==> src/hdl/crma_pkg.sv <==
// Shared constants and types of the configuration message access block
package crma_pkg;
    // ------------------------------------------------------------------
    // Tokens
    // ------------------------------------------------------------------
    localparam logic [7:0]  TOK_WRITE   = 8'hC0;
    localparam logic [7:0]  TOK_READ    = 8'hC1;
    localparam logic [7:0]  TOK_END     = 8'h01;
    localparam logic [7:0]  TOK_ACK     = 8'h03;
    localparam logic [7:0]  TOK_NACK    = 8'h04;
    // ------------------------------------------------------------------
    // Destination selectors and field widths
    // ------------------------------------------------------------------
    localparam logic [15:0] DEST_TILE   = 16'hC20C;
    localparam logic [15:0] DEST_NODE   = 16'hC30C;
    localparam int          REPLY_BYTES = 3;
    localparam int          REG_BYTES   = 2;
    localparam int          DATA_BYTES  = 4;
    localparam logic [1:0]  CNT_ZERO    = 2'h0;
    // ------------------------------------------------------------------
    // Interpreter states
    // ------------------------------------------------------------------
    typedef enum logic [3:0] {
        ST_IDLE  = 4'h0,
        ST_REPLY = 4'h1,
        ST_REG   = 4'h2,
        ST_DATA  = 4'h3,
        ST_END   = 4'h4,
        ST_ACC   = 4'h5,
        ST_HEAD  = 4'h6,
        ST_RDAT  = 4'h7,
        ST_TAIL  = 4'h8,
        ST_SKIP  = 4'h9
    } crma_state_e;
endpackage : crma_pkg

==> src/hdl/crma_link_if.sv <==
// Token link between a requesting channel end and the interpreter
`timescale 1ns/100ps
interface crma_link_if;
    // Request path: requester to interpreter
    logic        req_valid;
    logic        req_ready;
    logic        req_ctrl;
    logic [7:0]  req_tok;
    // Reply path: interpreter to requester
    logic        rsp_valid;
    logic        rsp_ready;
    logic        rsp_ctrl;
    logic [7:0]  rsp_tok;
    logic [23:0] rsp_dest;
    modport requester (
        output req_valid, req_ctrl, req_tok, rsp_ready,
        input  req_ready, rsp_valid, rsp_ctrl, rsp_tok, rsp_dest
    );
    modport interp (
        input  req_valid, req_ctrl, req_tok, rsp_ready,
        output req_ready, rsp_valid, rsp_ctrl, rsp_tok, rsp_dest
    );
endinterface : crma_link_if

==> src/hdl/crma_interp.sv <==
// Device end: decodes configuration messages and performs register access
`timescale 1ns/100ps
module crma_interp (
    // Clock and reset
    input  wire logic        CORE_CLK,
    input  wire logic        RST_B,
    // Channel destination of the incoming stream
    input  wire logic [15:0] DEST_SEL,
    // Token link
    crma_link_if.interp      LINK,
    // Tile register port; REG_NUM and REG_WDATA also serve the node port
    output logic             TILE_WR,
    output logic             TILE_RD,
    output logic [15:0]      REG_NUM,
    output logic [31:0]      REG_WDATA,
    input  wire logic [31:0] TILE_RDATA,
    input  wire logic        TILE_OK,
    // Node register port
    output logic             NODE_WR,
    output logic             NODE_RD,
    input  wire logic [31:0] NODE_RDATA,
    input  wire logic        NODE_OK
);
    // ------------------------------------------------------------------
    // State
    // ------------------------------------------------------------------
    typedef struct packed {
        crma_pkg::crma_state_e st;
        logic                  is_wr;
        logic                  is_node;
        logic                  ok;
        logic [1:0]            cnt;
        logic [23:0]           reply;
        logic [15:0]           regn;
        logic [31:0]           data;
        logic                  req_ready;
        logic                  rsp_valid;
        logic                  rsp_ctrl;
        logic [7:0]            rsp_tok;
        logic                  twr;
        logic                  trd;
        logic                  nwr;
        logic                  nrd;
    } crma_int_s;

    crma_int_s cur_ff;
    crma_int_s nxt_cur;
    logic      take;
    logic      sent;
    logic      acc_ok;

    assign take   = LINK.req_valid & cur_ff.req_ready;
    assign sent   = cur_ff.rsp_valid & LINK.rsp_ready;
    assign acc_ok = cur_ff.is_node ? NODE_OK : TILE_OK;

    // ------------------------------------------------------------------
    // Next state
    // ------------------------------------------------------------------
    always_comb
    begin
        nxt_cur     = cur_ff;
        nxt_cur.twr = 1'b0;
        nxt_cur.trd = 1'b0;
        nxt_cur.nwr = 1'b0;
        nxt_cur.nrd = 1'b0;
        case (cur_ff.st)
            crma_pkg::ST_IDLE:
            begin
                nxt_cur.req_ready = 1'b1;
                if (take && LINK.req_ctrl)
                begin
                    nxt_cur.cnt     = 2'(crma_pkg::REPLY_BYTES - 1);
                    nxt_cur.is_node = (DEST_SEL == crma_pkg::DEST_NODE);
                    if ((LINK.req_tok == crma_pkg::TOK_WRITE ||
                         LINK.req_tok == crma_pkg::TOK_READ) &&
                        (DEST_SEL == crma_pkg::DEST_TILE ||
                         DEST_SEL == crma_pkg::DEST_NODE))
                    begin
                        nxt_cur.is_wr = (LINK.req_tok == crma_pkg::TOK_WRITE);
                        nxt_cur.st    = crma_pkg::ST_REPLY;
                    end
                end
            end
            crma_pkg::ST_REPLY:
            begin
                if (take)
                begin
                    nxt_cur.reply = {cur_ff.reply[15:0], LINK.req_tok};
                    nxt_cur.cnt   = cur_ff.cnt - 2'h1;
                    if (cur_ff.cnt == crma_pkg::CNT_ZERO)
                    begin
                        nxt_cur.cnt = 2'(crma_pkg::REG_BYTES - 1);
                        nxt_cur.st  = crma_pkg::ST_REG;
                    end
                end
            end
            crma_pkg::ST_REG:
            begin
                if (take)
                begin
                    nxt_cur.regn = {cur_ff.regn[7:0], LINK.req_tok};
                    nxt_cur.cnt  = cur_ff.cnt - 2'h1;
                    if (cur_ff.cnt == crma_pkg::CNT_ZERO)
                    begin
                        nxt_cur.cnt = 2'(crma_pkg::DATA_BYTES - 1);
                        nxt_cur.st  = cur_ff.is_wr ? crma_pkg::ST_DATA : crma_pkg::ST_END;
                    end
                end
            end
            crma_pkg::ST_DATA:
            begin
                if (take)
                begin
                    nxt_cur.data = {cur_ff.data[23:0], LINK.req_tok};
                    nxt_cur.cnt  = cur_ff.cnt - 2'h1;
                    if (cur_ff.cnt == crma_pkg::CNT_ZERO)
                        nxt_cur.st = crma_pkg::ST_END;
                end
            end
            crma_pkg::ST_END:
            begin
                if (take)
                begin
                    nxt_cur.req_ready = 1'b0;
                    if (LINK.req_ctrl && LINK.req_tok == crma_pkg::TOK_END)
                    begin
                        nxt_cur.twr = cur_ff.is_wr & ~cur_ff.is_node;
                        nxt_cur.nwr = cur_ff.is_wr & cur_ff.is_node;
                        nxt_cur.trd = ~cur_ff.is_wr & ~cur_ff.is_node;
                        nxt_cur.nrd = ~cur_ff.is_wr & cur_ff.is_node;
                        nxt_cur.st  = crma_pkg::ST_ACC;
                    end
                    else
                    begin
                        // Malformed message: refuse without access
                        nxt_cur.ok        = 1'b0;
                        nxt_cur.rsp_valid = 1'b1;
                        nxt_cur.rsp_ctrl  = 1'b1;
                        nxt_cur.rsp_tok   = crma_pkg::TOK_NACK;
                        nxt_cur.st        = crma_pkg::ST_HEAD;
                    end
                end
            end
            crma_pkg::ST_ACC:
            begin
                // Register port answers in the same cycle as the strobe
                nxt_cur.ok        = acc_ok;
                if (!cur_ff.is_wr)
                    nxt_cur.data = cur_ff.is_node ? NODE_RDATA : TILE_RDATA;
                nxt_cur.rsp_valid = 1'b1;
                nxt_cur.rsp_ctrl  = 1'b1;
                nxt_cur.rsp_tok   = acc_ok ? crma_pkg::TOK_ACK : crma_pkg::TOK_NACK;
                nxt_cur.cnt       = 2'(crma_pkg::DATA_BYTES - 1);
                nxt_cur.st        = crma_pkg::ST_HEAD;
            end
            crma_pkg::ST_HEAD:
            begin
                if (sent)
                begin
                    if (cur_ff.ok && !cur_ff.is_wr)
                    begin
                        nxt_cur.rsp_ctrl = 1'b0;
                        nxt_cur.rsp_tok  = cur_ff.data[31:24];
                        nxt_cur.st       = crma_pkg::ST_RDAT;
                    end
                    else
                    begin
                        nxt_cur.rsp_tok = crma_pkg::TOK_END;
                        nxt_cur.st      = crma_pkg::ST_TAIL;
                    end
                end
            end
            crma_pkg::ST_RDAT:
            begin
                if (sent)
                begin
                    nxt_cur.data = {cur_ff.data[23:0], 8'h00};
                    nxt_cur.cnt  = cur_ff.cnt - 2'h1;
                    if (cur_ff.cnt == crma_pkg::CNT_ZERO)
                    begin
                        nxt_cur.rsp_ctrl = 1'b1;
                        nxt_cur.rsp_tok  = crma_pkg::TOK_END;
                        nxt_cur.st       = crma_pkg::ST_TAIL;
                    end
                    else
                        nxt_cur.rsp_tok = cur_ff.data[23:16];
                end
            end
            crma_pkg::ST_TAIL:
            begin
                if (sent)
                begin
                    nxt_cur.rsp_valid = 1'b0;
                    nxt_cur.req_ready = 1'b1;
                    nxt_cur.st        = crma_pkg::ST_IDLE;
                end
            end
            default:
            begin
                nxt_cur.st = crma_pkg::ST_IDLE;
            end
        endcase
    end

    always_ff @(posedge CORE_CLK or negedge RST_B)
    begin
        if (!RST_B)
            cur_ff <= '0;
        else
            cur_ff <= nxt_cur;
    end

    // ------------------------------------------------------------------
    // Outputs
    // ------------------------------------------------------------------
    assign LINK.req_ready = cur_ff.req_ready;
    assign LINK.rsp_valid = cur_ff.rsp_valid;
    assign LINK.rsp_ctrl  = cur_ff.rsp_ctrl;
    assign LINK.rsp_tok   = cur_ff.rsp_tok;
    assign LINK.rsp_dest  = cur_ff.reply;
    assign TILE_WR        = cur_ff.twr;
    assign TILE_RD        = cur_ff.trd;
    assign NODE_WR        = cur_ff.nwr;
    assign NODE_RD        = cur_ff.nrd;
    assign REG_NUM        = cur_ff.regn;
    assign REG_WDATA      = cur_ff.data;
endmodule : crma_interp

==> src/flat_wrapper.sv <==
// flat-port wrapper written by rule: the top's interface ports become plain ports
module crma_interp_flat 
  (CORE_CLK, RST_B, DEST_SEL, TILE_WR, TILE_RD, REG_NUM, REG_WDATA, TILE_RDATA, TILE_OK, NODE_WR, NODE_RD, NODE_RDATA, NODE_OK, LINK_req_valid, LINK_req_ctrl, LINK_req_tok, LINK_rsp_ready, LINK_req_ready, LINK_rsp_valid, LINK_rsp_ctrl, LINK_rsp_tok, LINK_rsp_dest);
  crma_link_if LINK_i ();
  input  wire logic CORE_CLK;
  input  wire logic RST_B;
  input  wire logic [15:0] DEST_SEL;
  output logic TILE_WR;
  output logic TILE_RD;
  output logic [15:0] REG_NUM;
  output logic [31:0] REG_WDATA;
  input  wire logic [31:0] TILE_RDATA;
  input  wire logic TILE_OK;
  output logic NODE_WR;
  output logic NODE_RD;
  input  wire logic [31:0] NODE_RDATA;
  input  wire logic NODE_OK;
  input wire logic [$bits(LINK_i.req_valid)-1:0] LINK_req_valid;
  input wire logic [$bits(LINK_i.req_ctrl)-1:0] LINK_req_ctrl;
  input wire logic [$bits(LINK_i.req_tok)-1:0] LINK_req_tok;
  input wire logic [$bits(LINK_i.rsp_ready)-1:0] LINK_rsp_ready;
  output wire logic [$bits(LINK_i.req_ready)-1:0] LINK_req_ready;
  output wire logic [$bits(LINK_i.rsp_valid)-1:0] LINK_rsp_valid;
  output wire logic [$bits(LINK_i.rsp_ctrl)-1:0] LINK_rsp_ctrl;
  output wire logic [$bits(LINK_i.rsp_tok)-1:0] LINK_rsp_tok;
  output wire logic [$bits(LINK_i.rsp_dest)-1:0] LINK_rsp_dest;
  assign LINK_i.req_valid = LINK_req_valid;
  assign LINK_i.req_ctrl = LINK_req_ctrl;
  assign LINK_i.req_tok = LINK_req_tok;
  assign LINK_i.rsp_ready = LINK_rsp_ready;
  assign LINK_req_ready = LINK_i.req_ready;
  assign LINK_rsp_valid = LINK_i.rsp_valid;
  assign LINK_rsp_ctrl = LINK_i.rsp_ctrl;
  assign LINK_rsp_tok = LINK_i.rsp_tok;
  assign LINK_rsp_dest = LINK_i.rsp_dest;
  crma_interp u_core (.CORE_CLK(CORE_CLK), .RST_B(RST_B), .DEST_SEL(DEST_SEL), .LINK(LINK_i), .TILE_WR(TILE_WR), .TILE_RD(TILE_RD), .REG_NUM(REG_NUM), .REG_WDATA(REG_WDATA), .TILE_RDATA(TILE_RDATA), .TILE_OK(TILE_OK), .NODE_WR(NODE_WR), .NODE_RD(NODE_RD), .NODE_RDATA(NODE_RDATA), .NODE_OK(NODE_OK));
endmodule
==> config.mk <==
export PLATFORM = sky130hd
export DESIGN_NAME = crma_interp_flat
export DESIGN_NICKNAME = d
export VERILOG_FILES = /design/src/hdl/crma_pkg.sv /design/src/hdl/crma_link_if.sv /design/src/hdl/crma_interp.sv /design/src/flat_wrapper.sv
export SDC_FILE = /design/constraint.sdc
export NUM_CORES = 1
export LEC_CHECK = 0
export ABC_AREA = 1
export BUFFER_PORTS_ARGS = -buffer_cell sky130_fd_sc_hd__buf_2
export CAP_MARGIN = 20
export CORE_AREA = 2 2 146 77
export DETAILED_ROUTE_END_ITERATION = 10
export DIE_AREA = 0 0 148 79
export PLACE_DENSITY = 0.92
export SETUP_SLACK_MARGIN = 0.02
export SYNTH_ARGS = -nofsm -noshare
export SYNTH_HDL_FRONTEND = slang
export SYNTH_SLANG_ARGS = --single-unit
export TNS_END_PERCENT = 50
==> constraint.sdc <==
create_clock -name CORE_CLK -period 3.4 [get_ports CORE_CLK]
set_clock_uncertainty 0.15 [all_clocks]
set_input_delay 0.17 -clock CORE_CLK [delete_from_list [all_inputs] [get_ports CORE_CLK]]
set_output_delay 0.17 -clock CORE_CLK [all_outputs]
set_load 0.1 [all_outputs]
# ---- After elaboration in Yosys (flattened, before gate mapping)
# Index checks and enable logic that the tools add are counted.
# W data, S select, Z words.
dict set report classes {
  n_shift 0
  n_mux 49
  n_reduce_logical 27
  n_eq_ne 29
  div_mod_pow 0
  bitwise 8
  n_addsub 1
  multipliers 0
  magnitude_cmp 0
}
# cell count
set op_table {}
lappend op_table {{$mux W32} 4}
lappend op_table {{$pmux W32 S3} 1}
lappend op_table {{$mux W4} 14}
lappend op_table {{$pmux W4 S9} 1}
lappend op_table {{$pmux W9 S4} 1}
lappend op_table {{$eq A16 B16 Y1 const B} 2}
lappend op_table {{$ne A2 B1 Y1 const B} 14}
lappend op_table {{$mux W26} 1}
lappend op_table {{$mux W9} 2}
lappend op_table {{$eq A4 B3 Y1 const B} 4}
lappend op_table {{$eq A8 B8 Y1 const B} 2}
lappend op_table {{$mux W2} 8}
lappend op_table {{$mux W8} 2}
lappend op_table {{$mux W15} 1}
lappend op_table {{$reduce_and A13 Y1} 1}
lappend op_table {{$pmux W2 S6} 1}
lappend op_table {{$mux W10} 1}
lappend op_table {{$reduce_and A3 Y1} 3}
lappend op_table {{$reduce_bool A3 Y1} 3}
lappend op_table {{$eq A4 B2 Y1 const B} 2}
lappend op_table {{$eq A8 B1 Y1 const B} 1}
lappend op_table {{$reduce_and A4 Y1} 2}
lappend op_table {{$reduce_and A7 Y1} 1}
lappend op_table {{$and A1 B1 Y1} 6}
lappend op_table {{other kinds (22)} 36}
dict set report totals {
  latch_bits 0
  ram_bits 0
  word_cells 130
  memories 0
  out_inout_bits 87
  reg_bits 96
  romBits 0
  input_bits 95
}

# ---- Longest topological paths before layout
dict set report logic_depth {
  depth_word 6
  depth_mapped 11
}

# ---- Worst setup path after synthesis
# OpenSTA, ideal clock, no wires.
dict set report synth_path {
  path_kind {reg2reg}
  start {register u_core.cur_ff, in the netlist u_core.LINK.req_ready}
  end {register u_core.cur_ff, in the netlist u_core.REG_NUM[11]}
  stages_incl_launch_ff 6
  slack_ns 1.021
  synth_period_minus_slack_ns 2.379
  t_required_ns 3.125
  n_path_buf 1
  arrival_time_ns 2.104
  setup_time_ns 0.125
  path_cell_list {dfrtp_1 -> nand2_1 -> inv_1 -> nand2_2 -> buf_2 -> mux2_2}
}
dict set report synth_via {
  elab_chain_len 2
}
# element line_no
set synth_lines {}
lappend synth_lines {{start: declaration} crma_interp.sv:46} ;# crma_int_s cur_ff;
lappend synth_lines {{start signal: assignment} crma_interp.sv:210} ;# cur_ff <= nxt_cur;
lappend synth_lines {{$and A1 B1 Y1} crma_interp.sv:52} ;# assign take = LINK.req_valid & cur_ff.req_ready;
lappend synth_lines {{$reduce_and A2 Y1 (no line)} --}
# Every way passes these cells.
# A chain may end at the register's enable or synchronous reset.

# ---- Worst setup path in the final report
dict set report layout_path {
  start {register u_core.cur_ff[95] (netlist bit)}
  end {register u_core.cur_ff, in the netlist u_core.REG_WDATA[28]}
}
dict set report layout_via {
  elab_chain_len 3
}
# element line_no
set layout_lines {}
lappend layout_lines {{$eq A4 B3 Y1 / $eq A4 B2 Y1 (equally long branches)} crma_interp.sv:66} ;# case (cur_ff.st)
lappend layout_lines {{$ne A2 B2 Y1 (no line) (tied with other cells)} --}
lappend layout_lines {{$reduce_and A4 Y1 (no line)} --}
# Parallel ways exist; a longest one is shown, timed or not.

==> metrics.csv <==
stage;metric;value;unit
worst_setup_path;largest stage delay on the critical path;0.62;ns
flow_run;Max Cap Viol;0;
finish;Nets;917;
status;status;finished, final reports clean;
sta;TNS Setup;0;ns
synth;Avg Inst Size Synth;7.72;um^2
floorplanning;die area;0.0117;mm^2
placement;Final Wtd Congestion;1.02;
grt;initial antenna violation count;1;
sta;Final WS setup;1.05;ns
power;Peak VDD IR;0.253;mV
synth;EDFF count, synth;0;
synth;Synth Warn #;0;
finish;Non-Filler Instances;970;
clock_tree;setup repair bufs after CTS;0;
synth;most frequent cells after synthesis;nand2_1 (233), dfrtp_1 (96), buf_4 (81);
sta;Worst slew margin;50.3;%
synth;largest area contributor in the netlist;dfrtp_1;
grt;vias in the first global route;4657;
clock_tree;worst-case clock buffer depth;2;
placement;# port buffers;181;
hold_path;worst hold path type;input port to register;
routing;first-pass iteration count of the detailed router;5;
sta;Achievable Freq;0.426;GHz
power;switching power total;0.508;mW
power;sequential share of power;51.8;%
routing;average vias per placed instance;5.16;
synth;post-synth cell types;34;
floorplanning;Horiz. Die Dim;148;um
synth;Post-Synthesis Cells;725;
placement;Post-Place Cells;949;
finish;final core utilization;59.9;%
synth;syn_nets;822;
synth;cell with the most instances after synthesis;nand2_1;
sta;fin crit share;69.0;%
sta;RSZ-0062 raised after global routing;false;
power;Power Density;350;mW/mm^2
floorplanning;initial core utilization;53.1;%
routing;post-route ant nets;0;
synth;async set or reset register ratio after synthesis;100;%
worst_setup_path;crit path kind;register to register;
finish;share of layout cells above drive strength 1;29.3;%
synth;Adder-Cell Fraction of Synth Area;0.447;%
synth;post-synthesis xor/xnor area fraction;0;%
synth;top_reg_cell synth;dfrtp_1;
floorplanning;Die Height;79;um
placement;dpl cell area;0.00599;mm^2
synth;Post-Synth Simple-Gate Area;24.8;%
clock_tree;Post-CTS Hold Buffers;5;
worst_setup_path;Req. time, crit path;3.52;ns
clock_tree;Clock transition at path regs;0.07;ns
finish;ANT cells;0;
sta;Final Hold Violating Endpoints;0;
placement;HPWL after DPL;11100;um
floorplanning;core area;0.0105;mm^2
sta;# setup viols final;0;
worst_setup_path;sequence of cells on the critical path;nor2_2, nand2_1, o211ai_4, buf_12, nand2_1, o21ai_1;
worst_setup_path;cell mode on critical path;nand2_1;
floorplanning;FP Rows;27;
sta;Min Hold Slack;0.0463;ns
synth;Synth Area in Compound Gates;12.5;%
grt;global-route wire length before repair;23700;um
routing;vias;5006;
power;clock power share;42.2;%
power;static leakage;3.40;nW
clock_tree;post-cts gate resize count;0;
synth;Yosys top cell area share;42.9;%
worst_setup_path;critical path's slowest cell;o211ai_4;
synth;synthesized flop and latch total;96;
finish;area delta synth->final;12.9;%
clock_tree;H-tree levels;3;
synth;ranking of synthesized cells by area;dfrtp_1 (43%), nand2_1 (16%), buf_4 (11%);
finish;Final Instance Area;0.00632;mm^2
grt;GRT overflow;0;
clock_tree;clock latency at the later pin of the worst-skew pair;0.34;ns
synth;main combinational cell family by area after synthesis;simple AND/OR/NAND/NOR gates;
floorplanning;Top Ports;182;
sta;Max Slew Vio Count;0;
clock_tree;clock tree sinks;96;
grt;Total Routing Usage GR;26.2;%
clock_tree;root buffer cell;clkbuf_16;
power;Sw Ratio;23.0;%
placement;Setup Slack @ Placement;1.10;ns
synth;sequential fraction of the synthesis area;42.9;%
worst_setup_path;worst reg2reg startpoint;u_core.cur_ff[95];
power;cell-internal power;1.70;mW
worst_setup_path;Worst EP arrival;2.46;ns
hold_path;Hold Path Origin;LINK_req_tok[3];
synth;post-synthesis mux area share;1.61;%
clock_tree;Num CTS Buffers;9;
synth;mapped cell area;0.00559;mm^2
routing;DRT iter0 DRCs;496;
worst_setup_path;nature of the critical path endpoint;register;
worst_setup_path;Critical Path Start;u_core.cur_ff[95];
routing;Avg WL per Cell;15.3;um
routing;DRC;0;
sta;post-route minimum period;2.35;ns
grt;largest net degree at the start of global routing;50;
power;total chip power;2.21;mW
sta;Worst-Margin Slew;0.745;ns
worst_setup_path;worst-path maximum fanout;40;
power;combinational fraction of design power;6.0;%
routing;Routed WL;14800;um
worst_setup_path;Setup crit start kind;register;
clock_tree;CTS tree;yes;
## cell type report
cell class | count | area (um^2)
fillers | 957 | 4220
well taps | 145 | 181
flip-flops and latches | 96 | 2400
clock inverters | 6 | 46.3
multi-input cells | 460 | 2200
inverters | 60 | 225
repair buffers | 193 | 1040
clock buffers | 10 | 229
## worst max-delay path: cells and delay by family (launching register included)
kind | cells | cell delay, ns
compound gates | 2 | 0.69
simple gates | 3 | 0.57
flops | 1 | 0.55
buf+inv | 1 | 0.29
## cells by family after synthesis
group	count (synthesis)
fa+ha+maj	2
buf+inv	169
simple gates	329
flops	96
compound gates	121
mux	8
## power groups by stage
stage / registers, mW / clock network [mW] / logic (mW)
detailed placement: 1.17 / 0 / 0.128
global placement: 1.17 / 0 / 0.126
CTS: 1.14 / 0.947 / 0.133
floorplan: 1.17 / 0 / 0.0351
global route: 1.14 / 1.01 / 0.150
finish: 1.15 / 0.931 / 0.132
## routing by layer
metal	track usage [%]	wire length [um]
met1	39.9	7100
met2	35.8	5940
met3	8.39	1530
met4	6.38	207
met5	0	7
## flip-flops by register name (all words and copies together), names as in the netlist
signal and flops:
u_core.LINK.req_ready 1, u_core.LINK.rsp_ctrl 1, u_core.LINK.rsp_dest 24, u_core.LINK.rsp_tok 8, u_core.LINK.rsp_valid 1, u_core.NODE_RD 1, u_core.NODE_WR 1, u_core.REG_NUM 16
u_core.REG_WDATA 32, u_core.TILE_RD 1, u_core.TILE_WR 1, u_core.cur_ff 9
## placed cells by master, fill, tap and decap left out, drive strengths merged
cell type,Yosys,routed
nand2,235,235
buf,99,188
o21ai,108,108
dfrtp,96,96
inv,59,59
nand3,48,48
nor2,31,31
clkbuf,10,10
mux2,8,8
nand4,6,6
o2bb2ai,5,5
dlygate4sd3,0,5
clkinv,1,5
nor4,4,4
a21oi,4,4
or2,2,2
ha,2,2
clkinvlp,0,2
nor3,2,2
o211ai,2,2
o22ai,1,1
nand3b,1,1
a31oi,1,1
## path summary, 6_finish.rpt
check | slack [ns] | cells past startpoint | end
max | 1.05 | 6 | u_core.REG_WDATA[28]
min | 0.05 | 3 | u_core.LINK.rsp_dest[3]
max reg2reg | 1.05 | 6 | u_core.REG_WDATA[28]
min reg2reg | 0.32 | 2 | u_core.LINK.rsp_tok[7]
max in group asynchronous | 2.17 | 3 | u_core.cur_ff[95]
min in group asynchronous | 0.24 | 2 | u_core.LINK.rsp_dest[18]
Power figures use the tool's default switching activity.
